**src/rtl/eocp_pkg.sv**
```systemverilog
// Constants for the EOC processor and superframe CRC monitor
`default_nettype none
package eocp_pkg;
    // Clock and timing
    localparam int unsigned CLK_HZ = 25_000_000;
    localparam int unsigned TRANSP_PERIOD_US = 6000;
    localparam int unsigned TRANSP_PERIOD_CYC = (CLK_HZ / 1_000_000) * TRANSP_PERIOD_US;
    // Message layout: a1..a3, d/m, i1..i8, a1 most significant
    localparam int unsigned MSG_W = 12;
    localparam int unsigned ADDR_MSB = 11;
    localparam int unsigned ADDR_LSB = 9;
    localparam int unsigned DM_BIT = 8;
    localparam int unsigned INFO_MSB = 7;
    localparam logic [2:0] ADDR_TERMINAL = 3'h0;
    localparam logic [2:0] ADDR_BROADCAST = 3'h7;
    localparam logic DM_MESSAGE = 1'b1;
    localparam logic DM_DATA = 1'b0;
    // Information codes
    localparam logic [7:0] LOOPBACK_BOTH_CHANNELS_CODE = 8'h50;
    localparam logic [7:0] LOOPBACK_FIRST_B_CODE = 8'h51;
    localparam logic [7:0] LOOPBACK_SECOND_B_CODE = 8'h52;
    localparam logic [7:0] REQUEST_CORRUPT_CRC_CODE = 8'h53;
    localparam logic [7:0] NOTIFY_CORRUPT_CRC_CODE = 8'h54;
    localparam logic [7:0] RETURN_NORMAL_CODE = 8'hff;
    localparam logic [7:0] HOLD_STATE_CODE = 8'h00;
    localparam logic [7:0] UNABLE_TO_COMPLY_CODE = 8'haa;
    localparam logic [MSG_W-1:0] IDLE_MSG = 12'hfff;
    // Filter mode field
    localparam logic [2:0] MODE_AUTO = 3'h4;
    localparam logic [2:0] MODE_TRANSPARENT = 3'h1;
    localparam logic [2:0] MODE_RESET = MODE_AUTO;
    // Consecutive identical messages needed
    localparam logic [1:0] CONSEC_COUNT = 2'h3;
    // CRC: u^12 + u^11 + u^3 + u^2 + u + 1
    localparam int unsigned CRC_W = 12;
    localparam logic [CRC_W-1:0] CRC_POLY = 12'h80f;
    localparam logic [CRC_W-1:0] CRC_INIT = 12'h000;
    localparam int unsigned CNT_W = 16;
    // Register bus
    localparam int unsigned ADDR_W = 8;
    localparam int unsigned DATA_W = 32;
    localparam logic [ADDR_W-1:0] OFS_CTRL = 8'h00;
    localparam logic [ADDR_W-1:0] OFS_TX_CMD = 8'h04;
    localparam logic [ADDR_W-1:0] OFS_RX_MSG = 8'h08;
    localparam logic [ADDR_W-1:0] OFS_STATUS = 8'h0c;
    localparam logic [ADDR_W-1:0] OFS_NEAR_CNT = 8'h10;
    localparam logic [ADDR_W-1:0] OFS_FAR_CNT = 8'h14;
    localparam int unsigned ST_RX_NEW = 0;
    localparam int unsigned ST_ECHO_OK = 1;
    localparam int unsigned ST_CMD_SENT = 2;
    localparam int unsigned ST_NEAR_ERR = 3;
endpackage
`default_nettype wire

```
**src/rtl/eocp_processor.sv**
```systemverilog
// EOC processor with superframe CRC check, line termination side
//
// Overview of operation
// - EOC occupies M1-M3; two 12-bit messages per superframe.
// - Message is 3-bit address, data/message bit, 8-bit information field.
// - Address 000 terminal, 111 broadcast, others repeaters one to six.
// - Data/message bit 1 for message code, 0 for numerical data.
// - Diagnostic, loopback and all-ones return-to-normal codes are supported.
// - Keep sending a command until three matching echoes arrive; the code repeats it until a new command is written.
// - EOC only in superframe states; otherwise EOC bits forced high.
// - One system command suffices; device repeats it on the line.
// - Auto mode: no echo, latch or execution; only forward verified messages.
// - Auto mode: triple-checked echo of sent command always reported.
// - Other messages need triple check and changed-from-previous check.
// - Auto mode forwards messages regardless of their address.
// - Transparent mode reports last received message every 6 ms.
// - CRC generator u^12+u^11+u^3+u^2+u+1, modulo-two arithmetic.
// - Twelve check bits cover 2B+D and M4, sent in superframe.
// - Receiver recomputes CRC and compares with received check bits.
// - Mismatch flags near-end error and far-end bit in next superframe.
// - Each near-end or far-end error increments its counter.
// - Filter mode 100 selects auto, 001 selects transparent.
// - New message accepted only after three consecutive identical copies.
//
// Chosen here: strobed register access and the placing of the registers.
`default_nettype none
module eocp_processor #(
    parameter int unsigned TRANSP_CYCLES = eocp_pkg::TRANSP_PERIOD_CYC
) (
    input wire logic mclk_i,
    input wire logic resetn_i,
    // Register port
    input wire logic [eocp_pkg::ADDR_W-1:0] reg_addr_i,
    input wire logic [eocp_pkg::DATA_W-1:0] reg_wdata_i,
    input wire logic reg_wr_i,
    input wire logic reg_rd_i,
    output logic [eocp_pkg::DATA_W-1:0] reg_rdata_o,
    // Framer status
    input wire logic superframe_active_i,
    input wire logic sf_start_i,
    // Line transmit: EOC slot and CRC
    input wire logic tx_eoc_slot_i,
    output logic [eocp_pkg::MSG_W-1:0] tx_eoc_o,
    input wire logic tx_crc_data_valid_i,
    input wire logic tx_crc_data_i,
    output logic [eocp_pkg::CRC_W-1:0] tx_crc_o,
    output logic tx_far_block_error_o,
    // Line receive: EOC, CRC and far-end bit
    input wire logic rx_eoc_valid_i,
    input wire logic [eocp_pkg::MSG_W-1:0] rx_eoc_i,
    input wire logic rx_crc_data_valid_i,
    input wire logic rx_crc_data_i,
    input wire logic rx_crc_bit_valid_i,
    input wire logic rx_crc_bit_i,
    input wire logic rx_far_block_error_i,
    // System side
    output logic eoc_monitor_valid_o,
    output logic [eocp_pkg::MSG_W-1:0] eoc_monitor_message_o,
    output logic near_block_error_o
);
    import eocp_pkg::*;

    // Control and command state
    logic [2:0] mode_reg;
    logic [MSG_W-1:0] cmd_reg;
    logic cmd_sent_reg;
    logic echo_ok_reg;
    logic [MSG_W-1:0] tx_eoc_reg;

    // Receive tracking and monitor output
    logic [MSG_W-1:0] cand_reg;
    logic [1:0] cand_cnt_reg;
    logic [MSG_W-1:0] accepted_reg;
    logic [MSG_W-1:0] last_rx_reg;
    logic [31:0] transp_cnt_reg;
    logic [MSG_W-1:0] mon_msg_reg;
    logic mon_valid_reg;
    logic rx_new_reg;

    // CRC state
    logic [CRC_W-1:0] tx_crc_reg;
    logic [CRC_W-1:0] tx_crc_out_reg;
    logic [CRC_W-1:0] rx_crc_reg;
    logic [CRC_W-1:0] rx_crc_prev_reg;
    logic [CRC_W-1:0] rx_chk_reg;
    logic [3:0] rx_chk_cnt_reg;
    logic crc_armed_reg;

    // Block errors and read data
    logic near_err_reg;
    logic near_sticky_reg;
    logic far_pend_reg;
    logic far_out_reg;
    logic [CNT_W-1:0] near_cnt_reg;
    logic [CNT_W-1:0] far_cnt_reg;
    logic [DATA_W-1:0] rdata_reg;

    // Decoded modes and receive conditions
    logic is_auto;
    logic is_transp;
    logic rx_take;
    logic consec_hit;

    // Report causes and check-bit helpers
    logic rpt_echo;
    logic rpt_new;
    logic rpt_transp;
    logic transp_tick;
    logic rd_rx_msg;
    logic chk_done;
    logic [CRC_W-1:0] rx_chk_next;

    // Mode decode
    assign is_auto = (mode_reg == MODE_AUTO);
    assign is_transp = (mode_reg == MODE_TRANSPARENT);
    // Received messages count only while a superframe runs
    assign rx_take = rx_eoc_valid_i & superframe_active_i;
    assign consec_hit = rx_take && (rx_eoc_i == cand_reg) && (cand_cnt_reg == CONSEC_COUNT - 2'h1);
    // Echo of our command bypasses the changed check; others need it
    assign rpt_echo = is_auto && consec_hit && cmd_sent_reg && (rx_eoc_i == cmd_reg);
    assign rpt_new = is_auto && consec_hit && !rpt_echo && (rx_eoc_i != accepted_reg);

    // Transparent report period
    assign transp_tick = (transp_cnt_reg == TRANSP_CYCLES - 1);
    assign rpt_transp = is_transp && transp_tick;

    // Message register read clears the new flag
    assign rd_rx_msg = reg_rd_i && (reg_addr_i == OFS_RX_MSG);

    // Twelfth check bit and the completed check word
    assign chk_done = rx_crc_bit_valid_i && (rx_chk_cnt_reg == 4'(CRC_W - 1));
    assign rx_chk_next = {rx_chk_reg[CRC_W-2:0], rx_crc_bit_i};

    // Control register writes
    // Codes other than auto and transparent stop all reports
    always_ff @(posedge mclk_i) begin
        if (!resetn_i) begin
            mode_reg <= MODE_RESET;
        end else if (reg_wr_i && reg_addr_i == OFS_CTRL) begin
            mode_reg <= reg_wdata_i[2:0];
        end
    end

    // Pending command: one write, repeated by hardware until replaced
    // Write in a slot cycle keeps cmd_sent low for the old slot
    always_ff @(posedge mclk_i) begin
        if (!resetn_i) begin
            cmd_reg <= IDLE_MSG;
            cmd_sent_reg <= 1'b0;
        end else if (reg_wr_i && reg_addr_i == OFS_TX_CMD) begin
            cmd_reg <= reg_wdata_i[MSG_W-1:0];
            cmd_sent_reg <= 1'b0;
        end else if (tx_eoc_slot_i && superframe_active_i) begin
            cmd_sent_reg <= 1'b1;
        end
    end

    // Echo acknowledge; new command restarts the wait
    // Acknowledge only for the command now pending
    always_ff @(posedge mclk_i) begin
        if (!resetn_i) begin
            echo_ok_reg <= 1'b0;
        end else if (reg_wr_i && reg_addr_i == OFS_TX_CMD) begin
            echo_ok_reg <= 1'b0;
        end else if (rpt_echo) begin
            echo_ok_reg <= 1'b1;
        end
    end

    // Slot output: command in every slot, all ones outside superframes
    // Deactivation forces all ones at once, even between slots
    always_ff @(posedge mclk_i) begin
        if (!resetn_i) begin
            tx_eoc_reg <= IDLE_MSG;
        end else if (!superframe_active_i) begin
            tx_eoc_reg <= IDLE_MSG;
        end else if (tx_eoc_slot_i) begin
            tx_eoc_reg <= cmd_reg;
        end
    end

    // Consecutive-identical tracker
    // Count saturates so a fourth copy never reports again
    always_ff @(posedge mclk_i) begin
        if (!resetn_i) begin
            cand_reg <= IDLE_MSG;
            cand_cnt_reg <= 2'h0;
        end else if (rx_take) begin
            if (rx_eoc_i != cand_reg) begin
                cand_reg <= rx_eoc_i;
                cand_cnt_reg <= 2'h1;
            end else if (cand_cnt_reg != CONSEC_COUNT) begin
                cand_cnt_reg <= cand_cnt_reg + 2'h1;
            end
        end
    end

    // Last accepted and last received messages
    always_ff @(posedge mclk_i) begin
        if (!resetn_i) begin
            accepted_reg <= IDLE_MSG;
            last_rx_reg <= IDLE_MSG;
        end else begin
            if (rpt_echo || rpt_new) begin
                accepted_reg <= rx_eoc_i;
            end
            if (rx_take) begin
                last_rx_reg <= rx_eoc_i;
            end
        end
    end

    // Transparent mode report period
    // Held at zero outside transparent mode
    always_ff @(posedge mclk_i) begin
        if (!resetn_i || !is_transp || transp_tick) begin
            transp_cnt_reg <= 32'h0;
        end else begin
            transp_cnt_reg <= transp_cnt_reg + 32'h1;
        end
    end

    // Monitor message to the system; forwarded only, never executed
    // Echo and new reports carry the message just taken
    always_ff @(posedge mclk_i) begin
        if (!resetn_i) begin
            mon_msg_reg <= IDLE_MSG;
            mon_valid_reg <= 1'b0;
        end else begin
            mon_valid_reg <= rpt_echo || rpt_new || rpt_transp;
            if (rpt_echo || rpt_new) begin
                mon_msg_reg <= rx_eoc_i;
            end else if (rpt_transp) begin
                mon_msg_reg <= last_rx_reg;
            end
        end
    end

    // New-message flag; a report beats a clearing read
    always_ff @(posedge mclk_i) begin
        if (!resetn_i) begin
            rx_new_reg <= 1'b0;
        end else if (rpt_echo || rpt_new || rpt_transp) begin
            rx_new_reg <= 1'b1;
        end else if (rd_rx_msg) begin
            rx_new_reg <= 1'b0;
        end
    end

    // Transmit CRC: cleared each superframe, result sent in the next
    always_ff @(posedge mclk_i) begin
        if (!resetn_i) begin
            tx_crc_reg <= CRC_INIT;
            tx_crc_out_reg <= CRC_INIT;
        end else if (sf_start_i) begin
            tx_crc_out_reg <= tx_crc_reg;
            tx_crc_reg <= CRC_INIT;
        end else if (tx_crc_data_valid_i) begin
            tx_crc_reg <= {tx_crc_reg[CRC_W-2:0], 1'b0} ^
                ((tx_crc_reg[CRC_W-1] ^ tx_crc_data_i) ? CRC_POLY : CRC_INIT);
        end
    end

    // Receive CRC over 2B+D and M4
    // Armed only if the superframe was active from its start
    always_ff @(posedge mclk_i) begin
        if (!resetn_i) begin
            rx_crc_reg <= CRC_INIT;
            rx_crc_prev_reg <= CRC_INIT;
            crc_armed_reg <= 1'b0;
        end else if (sf_start_i) begin
            rx_crc_prev_reg <= rx_crc_reg;
            rx_crc_reg <= CRC_INIT;
            crc_armed_reg <= superframe_active_i;
        end else if (rx_crc_data_valid_i) begin
            rx_crc_reg <= {rx_crc_reg[CRC_W-2:0], 1'b0} ^
                ((rx_crc_reg[CRC_W-1] ^ rx_crc_data_i) ? CRC_POLY : CRC_INIT);
        end
    end

    // Received check bits, compared once all twelve are in
    // Count stops at twelve; extra bits are ignored
    always_ff @(posedge mclk_i) begin
        if (!resetn_i || sf_start_i) begin
            rx_chk_reg <= CRC_INIT;
            rx_chk_cnt_reg <= 4'h0;
            near_err_reg <= 1'b0;
        end else begin
            near_err_reg <= chk_done && crc_armed_reg && (rx_chk_next != rx_crc_prev_reg);
            if (rx_crc_bit_valid_i && rx_chk_cnt_reg != 4'(CRC_W)) begin
                rx_chk_reg <= rx_chk_next;
                rx_chk_cnt_reg <= rx_chk_cnt_reg + 4'h1;
            end
        end
    end

    // Far-end bit for the next transmitted superframe
    // Error in the last cycle before the start still counts
    always_ff @(posedge mclk_i) begin
        if (!resetn_i) begin
            far_pend_reg <= 1'b0;
            far_out_reg <= 1'b0;
        end else if (sf_start_i) begin
            far_out_reg <= far_pend_reg || near_err_reg;
            far_pend_reg <= 1'b0;
        end else if (near_err_reg) begin
            far_pend_reg <= 1'b1;
        end
    end

    // Block error counters, each cleared by a write to its own register (OFS_NEAR_CNT or OFS_FAR_CNT)
    // Increment beats a clearing write so no error is lost
    always_ff @(posedge mclk_i) begin
        if (!resetn_i) begin
            near_cnt_reg <= '0;
            far_cnt_reg <= '0;
        end else begin
            if (near_err_reg) begin
                near_cnt_reg <= near_cnt_reg + 16'h1;
            end else if (reg_wr_i && reg_addr_i == OFS_NEAR_CNT) begin
                near_cnt_reg <= '0;
            end
            if (rx_far_block_error_i) begin
                far_cnt_reg <= far_cnt_reg + 16'h1;
            end else if (reg_wr_i && reg_addr_i == OFS_FAR_CNT) begin
                far_cnt_reg <= '0;
            end
        end
    end

    // Sticky near-end status, cleared by status read; set wins
    always_ff @(posedge mclk_i) begin
        if (!resetn_i) begin
            near_sticky_reg <= 1'b0;
        end else if (near_err_reg) begin
            near_sticky_reg <= 1'b1;
        end else if (reg_rd_i && reg_addr_i == OFS_STATUS) begin
            near_sticky_reg <= 1'b0;
        end
    end

    // Read data, one cycle after the strobe; unmapped reads zero
    // Status read also clears the sticky flag elsewhere
    always_ff @(posedge mclk_i) begin
        if (!resetn_i) begin
            rdata_reg <= '0;
        end else if (reg_rd_i) begin
            unique case (reg_addr_i)
                OFS_CTRL: rdata_reg <= {29'h0, mode_reg};
                OFS_TX_CMD: rdata_reg <= {20'h0, cmd_reg};
                OFS_RX_MSG: rdata_reg <= {20'h0, mon_msg_reg};
                OFS_STATUS: rdata_reg <= {28'h0, near_sticky_reg, cmd_sent_reg, echo_ok_reg, rx_new_reg};
                OFS_NEAR_CNT: rdata_reg <= {16'h0, near_cnt_reg};
                OFS_FAR_CNT: rdata_reg <= {16'h0, far_cnt_reg};
                default: rdata_reg <= '0;
            endcase
        end else begin
            rdata_reg <= '0;
        end
    end

    // Outputs
    assign reg_rdata_o = rdata_reg;
    assign tx_eoc_o = tx_eoc_reg;
    assign tx_crc_o = tx_crc_out_reg;
    assign tx_far_block_error_o = far_out_reg;
    assign eoc_monitor_valid_o = mon_valid_reg;
    assign eoc_monitor_message_o = mon_msg_reg;
    assign near_block_error_o = near_err_reg;
endmodule
`default_nettype wire

```
**config.mk**
```make
export PLATFORM = sky130hd
export DESIGN_NAME = eocp_processor
export DESIGN_NICKNAME = d
export VERILOG_FILES = /design/src/rtl/eocp_pkg.sv /design/src/rtl/eocp_processor.sv
export SDC_FILE = /design/constraint.sdc
export NUM_CORES = 1
export LEC_CHECK = 0
export BUFFER_PORTS_ARGS = -buffer_cell sky130_fd_sc_hd__buf_2
export CORE_MARGIN = 4
export CORE_UTILIZATION = 55
export CTS_CLUSTER_SIZE = 40
export DETAILED_ROUTE_END_ITERATION = 10
export GPL_TIMING_DRIVEN = 1
export PLACE_DENSITY_LB_ADDON = 0.08
export SLEW_MARGIN = 20
export SYNTH_ARGS = -nofsm -noshare
export SYNTH_HDL_FRONTEND = slang
export SYNTH_SLANG_ARGS = --single-unit
```
**constraint.sdc**
```tcl
create_clock -name mclk_i -period 6.4 [get_ports mclk_i]
set_clock_uncertainty 0.2 [all_clocks]
set_input_delay 1.92 -clock mclk_i [delete_from_list [all_inputs] [get_ports mclk_i]]
set_output_delay 1.92 -clock mclk_i [all_outputs]
set_load 0.05 [all_outputs]
```
==> results of run 1 <==
==> synthesized netlist by cell type, types with 7 or more instances <==
cell type | n | area (um^2)
clkbuf_1 | 50 | 188
nand3_1 | 36 | 180
a22oi_1 | 62 | 465
xnor2_1 | 72 | 631
xor2_1 | 29 | 254
nor2_1 | 121 | 454
o21ai_0 | 21 | 105
nor4_1 | 23 | 144
nor3_1 | 16 | 80.1
ha_1 | 7 | 87.6
buf_4 | 16 | 120
dfxtp_1 | 229 | 4580
inv_1 | 44 | 165
nand2_1 | 112 | 420
a21oi_1 | 45 | 225
a21o_1 | 17 | 128
nand4_1 | 25 | 156
and3_1 | 8 | 50.1
mux2i_1 | 79 | 791
==> report_power, final <==
group	switching (uW)	internal, uW
Sequential	13.4	1440
Combinational	112	55.4
Clock	573	864
Total	698	2360
==> per-stage QoR <==
stage | hold slack [ns] | setup slack (ns) | instances | power (uW)
after floorplan | 0.218 | 2.37 | 1116 | 1610
final | 0.252 | 2.49 | 1417 | 3060
after detailed placement | 0.240 | 1.98 | 1374 | 1650
after global placement | 0.232 | 2.00 | 1374 | 1650
after global routing | 0.260 | 2.27 | 1417 | 3170
after CTS | 0.253 | 2.52 | 1416 | 3090
==> worst reg2reg max path: stages (launching register included) <==
cell	delay, ns
dfxtp_1	0.35
or4b_2	0.68
nor4_1	0.61
nand3_1	0.92
a21oi_1	0.53
==> final timing paths <==
kind	startpoint	endpoint	slack [ns]	cells past startpoint
worst min-delay path	last_rx_reg[6]	last_rx_reg[6]	0.25	1
worst max register to register	transp_cnt_reg[21]	eoc_monitor_valid_o	3.00	4
worst max-delay path	reg_addr_i[0]	far_cnt_reg[15]	2.49	6
worst min register to register	last_rx_reg[6]	last_rx_reg[6]	0.25	1
==> cell type report <==
cell class / count / share of cell area (%)
antenna: 1 / 0.0221
clock buffer: 29 / 5.57
clock inverter: 13 / 1.64
inverter: 44 / 1.46
multi-input combinational: 766 / 43.2
sequential: 229 / 40.6
tap: 225 / 2.49
timing repair buffer: 110 / 5.07
==> cells by family after synthesis <==
kind of cell	count (synthesis)	share of synthesized area (%)
xor gates and xnor gates	101	8.91
adders and majority gates	7	0.882
and+or+nand+nor	386	18.4
muxes	81	8.42
DFF	229	46.2
buffers and inverters	121	5.30
other	1	0.0378
AOI/OAI and AO/OA	175	11.8
==> routing by layer <==
metal,vias up,GRT usage [%]
met2,213,35.2
met5,-,0
met1,3786,34.3
met4,2,4.95
li1,3942,-
met3,32,4.13
==> key figures, run 1 <==
Outcome
  • Status: finished, final reports clean

Clock tree
  • Postcts setup bufs: 0
  • Register clock-pin slew on the reported worst setup and hold paths: approximately 0.06 ns
  • Worst-Skew Late Latency: around 0.52 ns
  • H-tree Lvls: 1
  • CTS buffer count: 24
  • Root Driver: clkbuf_16
  • Clock buffer depth: 3
  • Post-CTS Hold Buffers: 0
  • Clock net sink count: between 200 and 250
  • CTS tree: done
  • Post-CTS Resized: 0

Final layout
  • NumNets Final: 1,249
  • Post-layout util: about two thirds
  • Register area: between 4000 and 5000 um^2
  • Commonest non-fill, non-tap cell in the layout: dfxtp_1
  • Post-route cell area: ~11,000 um^2
  • FILL cells: roughly 1.5k
  • Max FFs per register: 32
  • Most frequent cells in the layout: dfxtp_1 (229), nor2_1 (121), nand2_1 (112), buf_2 (101), mux2i_1 (79)
  • Area growth, synth to finish: 13.8%
  • Multi-input gate area: about 4900 um^2
  • Layout cells sized above 1: ~14%

Worst setup path
  • Critical Path End Type: register
  • WP data required: ~6.6 ns
  • Crit-path cells: buf_2 -> or4_1 -> nor4_2 -> nand2_1 -> o21ai_1 -> o22ai_1
  • Worst path max stage delay: 0.69 ns
  • WS Path Type: input pin to register
  • CP bufs+invs: 1
  • Crit path max fanout: 7
  • Crit path max-delay cell type: or4_1
  • CP Launch Type: input pin
  • Crit path max-delay family: simple AND/OR/NAND/NOR gates
  • Crit path arrival time: roughly 4.1 ns

Synthesis
  • Dominant synthesized flop cell: dfxtp_1
  • EDFF count, synth: 0
  • Share of synthesized area occupied by flip-flops and latches: 46.2%
  • Fraction of registers with async set/reset: 0%
  • Yosys reg bits: between 200 and 250
  • Gate Count Post-Synth: about 1.1k
  • Yosys warns: 0
  • Avg Cell Area, Syn: approximately 9 um^2
  • Post-synth cell types: between 50 and 60
  • Netlist Area Pre-Place: 9930 um^2

Place
  • GP Congestion: 0.894
  • Placed cell area: 10,500 um^2
  • Port bufs: 101
  • Detailed placer's ending HPWL: about 16 mm

Floorplan
  • Row count: 48
  • I/O pins: around 140
  • Initial Util: 56.8%
  • Core area: between 15,000 and 20,000 um^2
  • Die H: about 140 um
  • Die width: around 140 um
  • Die area: between 20,000 and 25,000 um^2

Detailed routing
  • Drt via density: 5.63
  • Drt wl/cell: between 15 and 20 um
  • Vias: around 8k
  • Post-detailed-route count of antenna-violating nets: 0
  • Metal2 WL: ~10 mm
  • Drt total wl: 23.4 mm
  • Met3 routed wirelength: 1.30 mm
  • First drt pass iteration count: 5
  • DRC: 0
  • Met1 wire length: about 11 mm
  • Initial DRC Count: between 500 and 600
  • Top Metal Used: met5

STA
  • Final cycle utilization of the critical path: slightly above 60%
  • Worst-margin pin slew: 1.05 ns
  • # setup viols final: 0
  • Slew Viols, Final: 0
  • Max-slew headroom: between 20% and 30%
  • Post-layout min period: between 3 and 4 ns
  • Fmax: around 0.26 GHz
  • Hold Violations, Final: 0
  • RSZ-0062 raised after global routing: false
  • Final setup TNS: 0 ns

Job
  • # Max-Cap Violations: 0

Pwr
  • Peak supply drop: 284 uV
  • Power per Cell Area: 271 nW/um^2
  • Lkg Pwr: about 0.0045 uW

Global route
  • First-pass GRT wire length: 38.9 mm
  • Vias in the first global route: about 7.5k
  • GRT Total Usage: 23.1%
  • Grt total ovfl: 0
  • Antenna violations before repair: 2
  • Largest net degree at the start of global routing: 57

Worst hold path
  • Worst Hold Class: register to register
Note: power is estimated with default switching activity, not from simulation.
==> run 2: changes to the inputs <==
Settings changed: ABC_AREA set to 1, CORE_UTILIZATION 55 to 52.
Clock period 6.4 ns to 3.3 ns, I/O delays scaled along.
==> run 2 against run 1 <==
Design area is 5.9% higher. Synthesized cell count is 34% higher. Die area is 11% higher. Combinational power is 120% higher. Flip-flop and latch count stayed put. Wire length is 15% higher. Sequential share of layout area is 2.3 points lower. Highest routed layer is now met4. First-iteration DRC count is 2.3% higher. Critical path type is now register to primary output. Largest cell class unchanged. Critical path depth is 4 lower.
==> key figures, run 2 <==
Outcome
  • Status: finished, final reports clean

Final layout
  • Post-route cell area: ~12,000 um^2
  • Layout Cells excl Fill: 1,840
  • Post-layout util: about three fifths
  • Area growth, synth to finish: 13.7%
  • Ant. Diodes: 0
  • NumNets Final: about 1.6k
  • Max FFs per register: 32
  • Multi-input gate area: between 4000 and 5000 um^2
  • Layout cells sized above 1: 12.7%
  • Register area: approximately 4600 um^2
  • Commonest non-fill, non-tap cell in the layout: nand2_1
  • Most frequent cells in the layout: nand2_1 (367), dfxtp_1 (229), inv_1 (152), nor2_1 (122), o21ai_0 (115)
  • FILL cells: 1,949

Synthesis
  • Yosys top cell by area: dfxtp_1
  • Compound-Gate Fraction of Synth Area: between 10% and 20%
  • Count leader, synth: nand2_1
  • Synth Area in XOR/XNOR: around 3.7%
  • EDFF count, synth: 0
  • Dominant synthesized flop cell: dfxtp_1
  • Avg Cell Area, Syn: 7.16 um^2
  • Fraction of registers with async set/reset: 0%
  • Yosys reg bits: approximately 230
  • Yosys warns: 0
  • Gate Count Post-Synth: 1,470
  • Share of the synthesized area in the top cell type: about 44%
  • Post-synth cell types: 42
  • Share of synthesized area occupied by flip-flops and latches: 43.6%
  • Post-synthesis mux area share: 0%
  • Commonest cells post-synth: nand2_1 (367), dfxtp_1 (229), inv_1 (152)
  • Simple-Gate Fraction of Synth Area: ~28%
  • Netlist Area Pre-Place: 10,500 um^2
  • Largest family of logic cells by synthesized area: simple AND/OR/NAND/NOR gates
  • Post-Synth Adder-Cell Area: less than 1%
  • Largest cells by area after synthesis: dfxtp_1 (44%), nand2_1 (13%), o21ai_0 (5.5%)

Pwr
  • Clock network fraction of total power: between 40% and 50%
  • Lkg Pwr: 0.00522 uW
  • Final Power: 6000 uW
  • Power per Cell Area: between 500 and 600 nW/um^2
  • Flop pwr share: between 40% and 50%
  • Peak supply drop: 449 uV
  • Psw: between 1000 and 1500 uW
  • Internal power: between 4000 and 5000 uW
  • Switch share: 23.8%
  • Combinational power share: 6.1%

Detailed routing
  • Drt total wl: ~27 mm
  • Top Metal Used: met4
  • Vias: 9,635
  • Initial DRC Count: 588
  • Met3 routed wirelength: approximately 1.5 mm
  • Post-detailed-route count of antenna-violating nets: 0
  • DRC: 0
  • First drt pass iteration count: 5
  • Metal2 WL: 12.2 mm
  • Drt wl/cell: 14.6 um
  • Met1 wire length: between 10 and 15 mm
  • Drt via density: 5.24

Floorplan
  • Row count: between 50 and 60
  • Die width: about 150 um
  • Core area: a little under 20,000 um^2
  • Initial Util: a little over half
  • Die area: between 20,000 and 25,000 um^2
  • I/O pins: between 100 and 150
  • Die H: about 150 um

Global route
  • GRT Total Usage: about a quarter
  • Largest net degree at the start of global routing: 56
  • First-pass GRT wire length: about 43 mm
  • Vias in the first global route: between 8k and 9k
  • Antenna violations before repair: 0
  • Grt total ovfl: 0

STA
  • Hold Violations, Final: 0
  • Fmax: just under 0.4 GHz
  • Post-layout min period: 2.53 ns
  • Final setup TNS: 0 ns
  • # setup viols final: 0
  • Final cycle utilization of the critical path: 76.7%
  • Slew Viols, Final: 0
  • Max-slew headroom: 57.1%
  • RSZ-0062 raised after global routing: false
  • Worst-margin pin slew: approximately 0.64 ns

Clock tree
  • Clock buffer depth: 3
  • Post-CTS Hold Buffers: 0
  • Root Driver: clkbuf_16
  • H-tree Lvls: 1
  • CTS tree: done
  • Clock net sink count: roughly 230
  • Register clock-pin slew on the reported worst setup and hold paths: around 0.060 ns
  • Worst-Skew Late Latency: between 0.5 and 0.6 ns
  • Postcts setup bufs: 0
  • Post-CTS Resized: 0
  • CTS buffer count: 26

Worst setup path
  • CP Launch Type: register
  • Worst Reg2Reg Path Length in Cells: 8
  • R2r endpoint: transp_cnt_reg[29]
  • Crit path arrival time: about 1.3 ns
  • Critical Path End Type: primary output
  • WS Path Type: register to primary output
  • Crit-path cells: buf_4 -> buf_2
  • WP data required: about 2.1 ns
  • CP startpoint: near_block_error_o
  • Worst R2R Start: transp_cnt_reg[0]
  • Crit path max fanout: 16
  • Reg2reg setup slack: 1.00 ns
  • Crit path max-delay cell type: dfxtp_1
  • Worst Setup EP: near_block_error_o
  • Worst path max stage delay: about 0.30 ns

Job
  • # Max-Cap Violations: 0

Place
  • GP Congestion: between 0.9 and 1
  • Placed cell area: between 10,000 and 15,000 um^2
  • Detailed placer's ending HPWL: 19.3 mm
  • Placed insts: ~1.8k
  • Port bufs: slightly above 100

Worst hold path
  • Worst Hold Class: register to register
## run 2: routing by layer
metal / GRT usage [%] / up-vias
met2: 38.2 / 241
met1: 33.1 / 4438
met5: 0 / -
li1: - / 4914
met3: 2.65 / 42
met4: 6.27 / 0
## run 2: final cells by class
cell class                      count  area share [%]
Inverter                          169            5.30
Multi-Input combinational cell   1019            41.7
Sequential cell                   229            38.3
Clock buffer                       35            5.89
Tap cell                          265            2.77
Clock inverter                     10            1.05
Timing Repair Buffer              113            4.98
## run 2: logic make-up after synthesis
kind of cell / Yosys count
AND/OR/NAND/NOR: 666
AO/OA/AOI/OAI: 285
buffers and inverters: 237
flip-flops: 229
XOR/XNOR: 45
adder cells (fa/ha/maj): 7
other: 1
## run 2: worst max-delay path, delay by kind of cell, from the launching register on
kind                   cells  cell delay [ns]
buffers and inverters      2             0.51
DFF                        1             0.30
## run 2: worst min-delay path by stage
stage | startpoint | endpoint | slack, ns | depth (start not counted)
3_5_place_dp | tx_crc_o[8] | tx_crc_o[8] | 0.23 | 2
5_1_grt | tx_crc_o[8] | tx_crc_o[8] | 0.27 | 2
2_1_floorplan | transp_cnt_reg[0] | transp_cnt_reg[0] | 0.23 | 1
4_1_cts | tx_crc_o[8] | tx_crc_o[8] | 0.25 | 2
3_3_place_gp | tx_crc_o[4] | tx_crc_o[4] | 0.23 | 2
6_report | tx_crc_o[8] | tx_crc_o[8] | 0.24 | 2
## run 2: power by group through the flow
stage          clock [uW]  combinational (uW)  sequential (uW)
2_1_floorplan           0                 246             2930
3_3_place_gp            0                 358             2910
3_5_place_dp            0                 362             2910
4_1_cts              2850                 364             2850
5_1_grt              2950                 405             2850
6_report             2790                 365             2850
## run 2: metrics by stage
step / hold WS (ns) / setup WS [ns]
6_report: 0.244 / 0.768
5_1_grt: 0.268 / 0.711
4_1_cts: 0.247 / 0.741
3_5_place_dp: 0.232 / 0.256
3_3_place_gp: 0.226 / 0.255
2_1_floorplan: 0.229 / 1.03
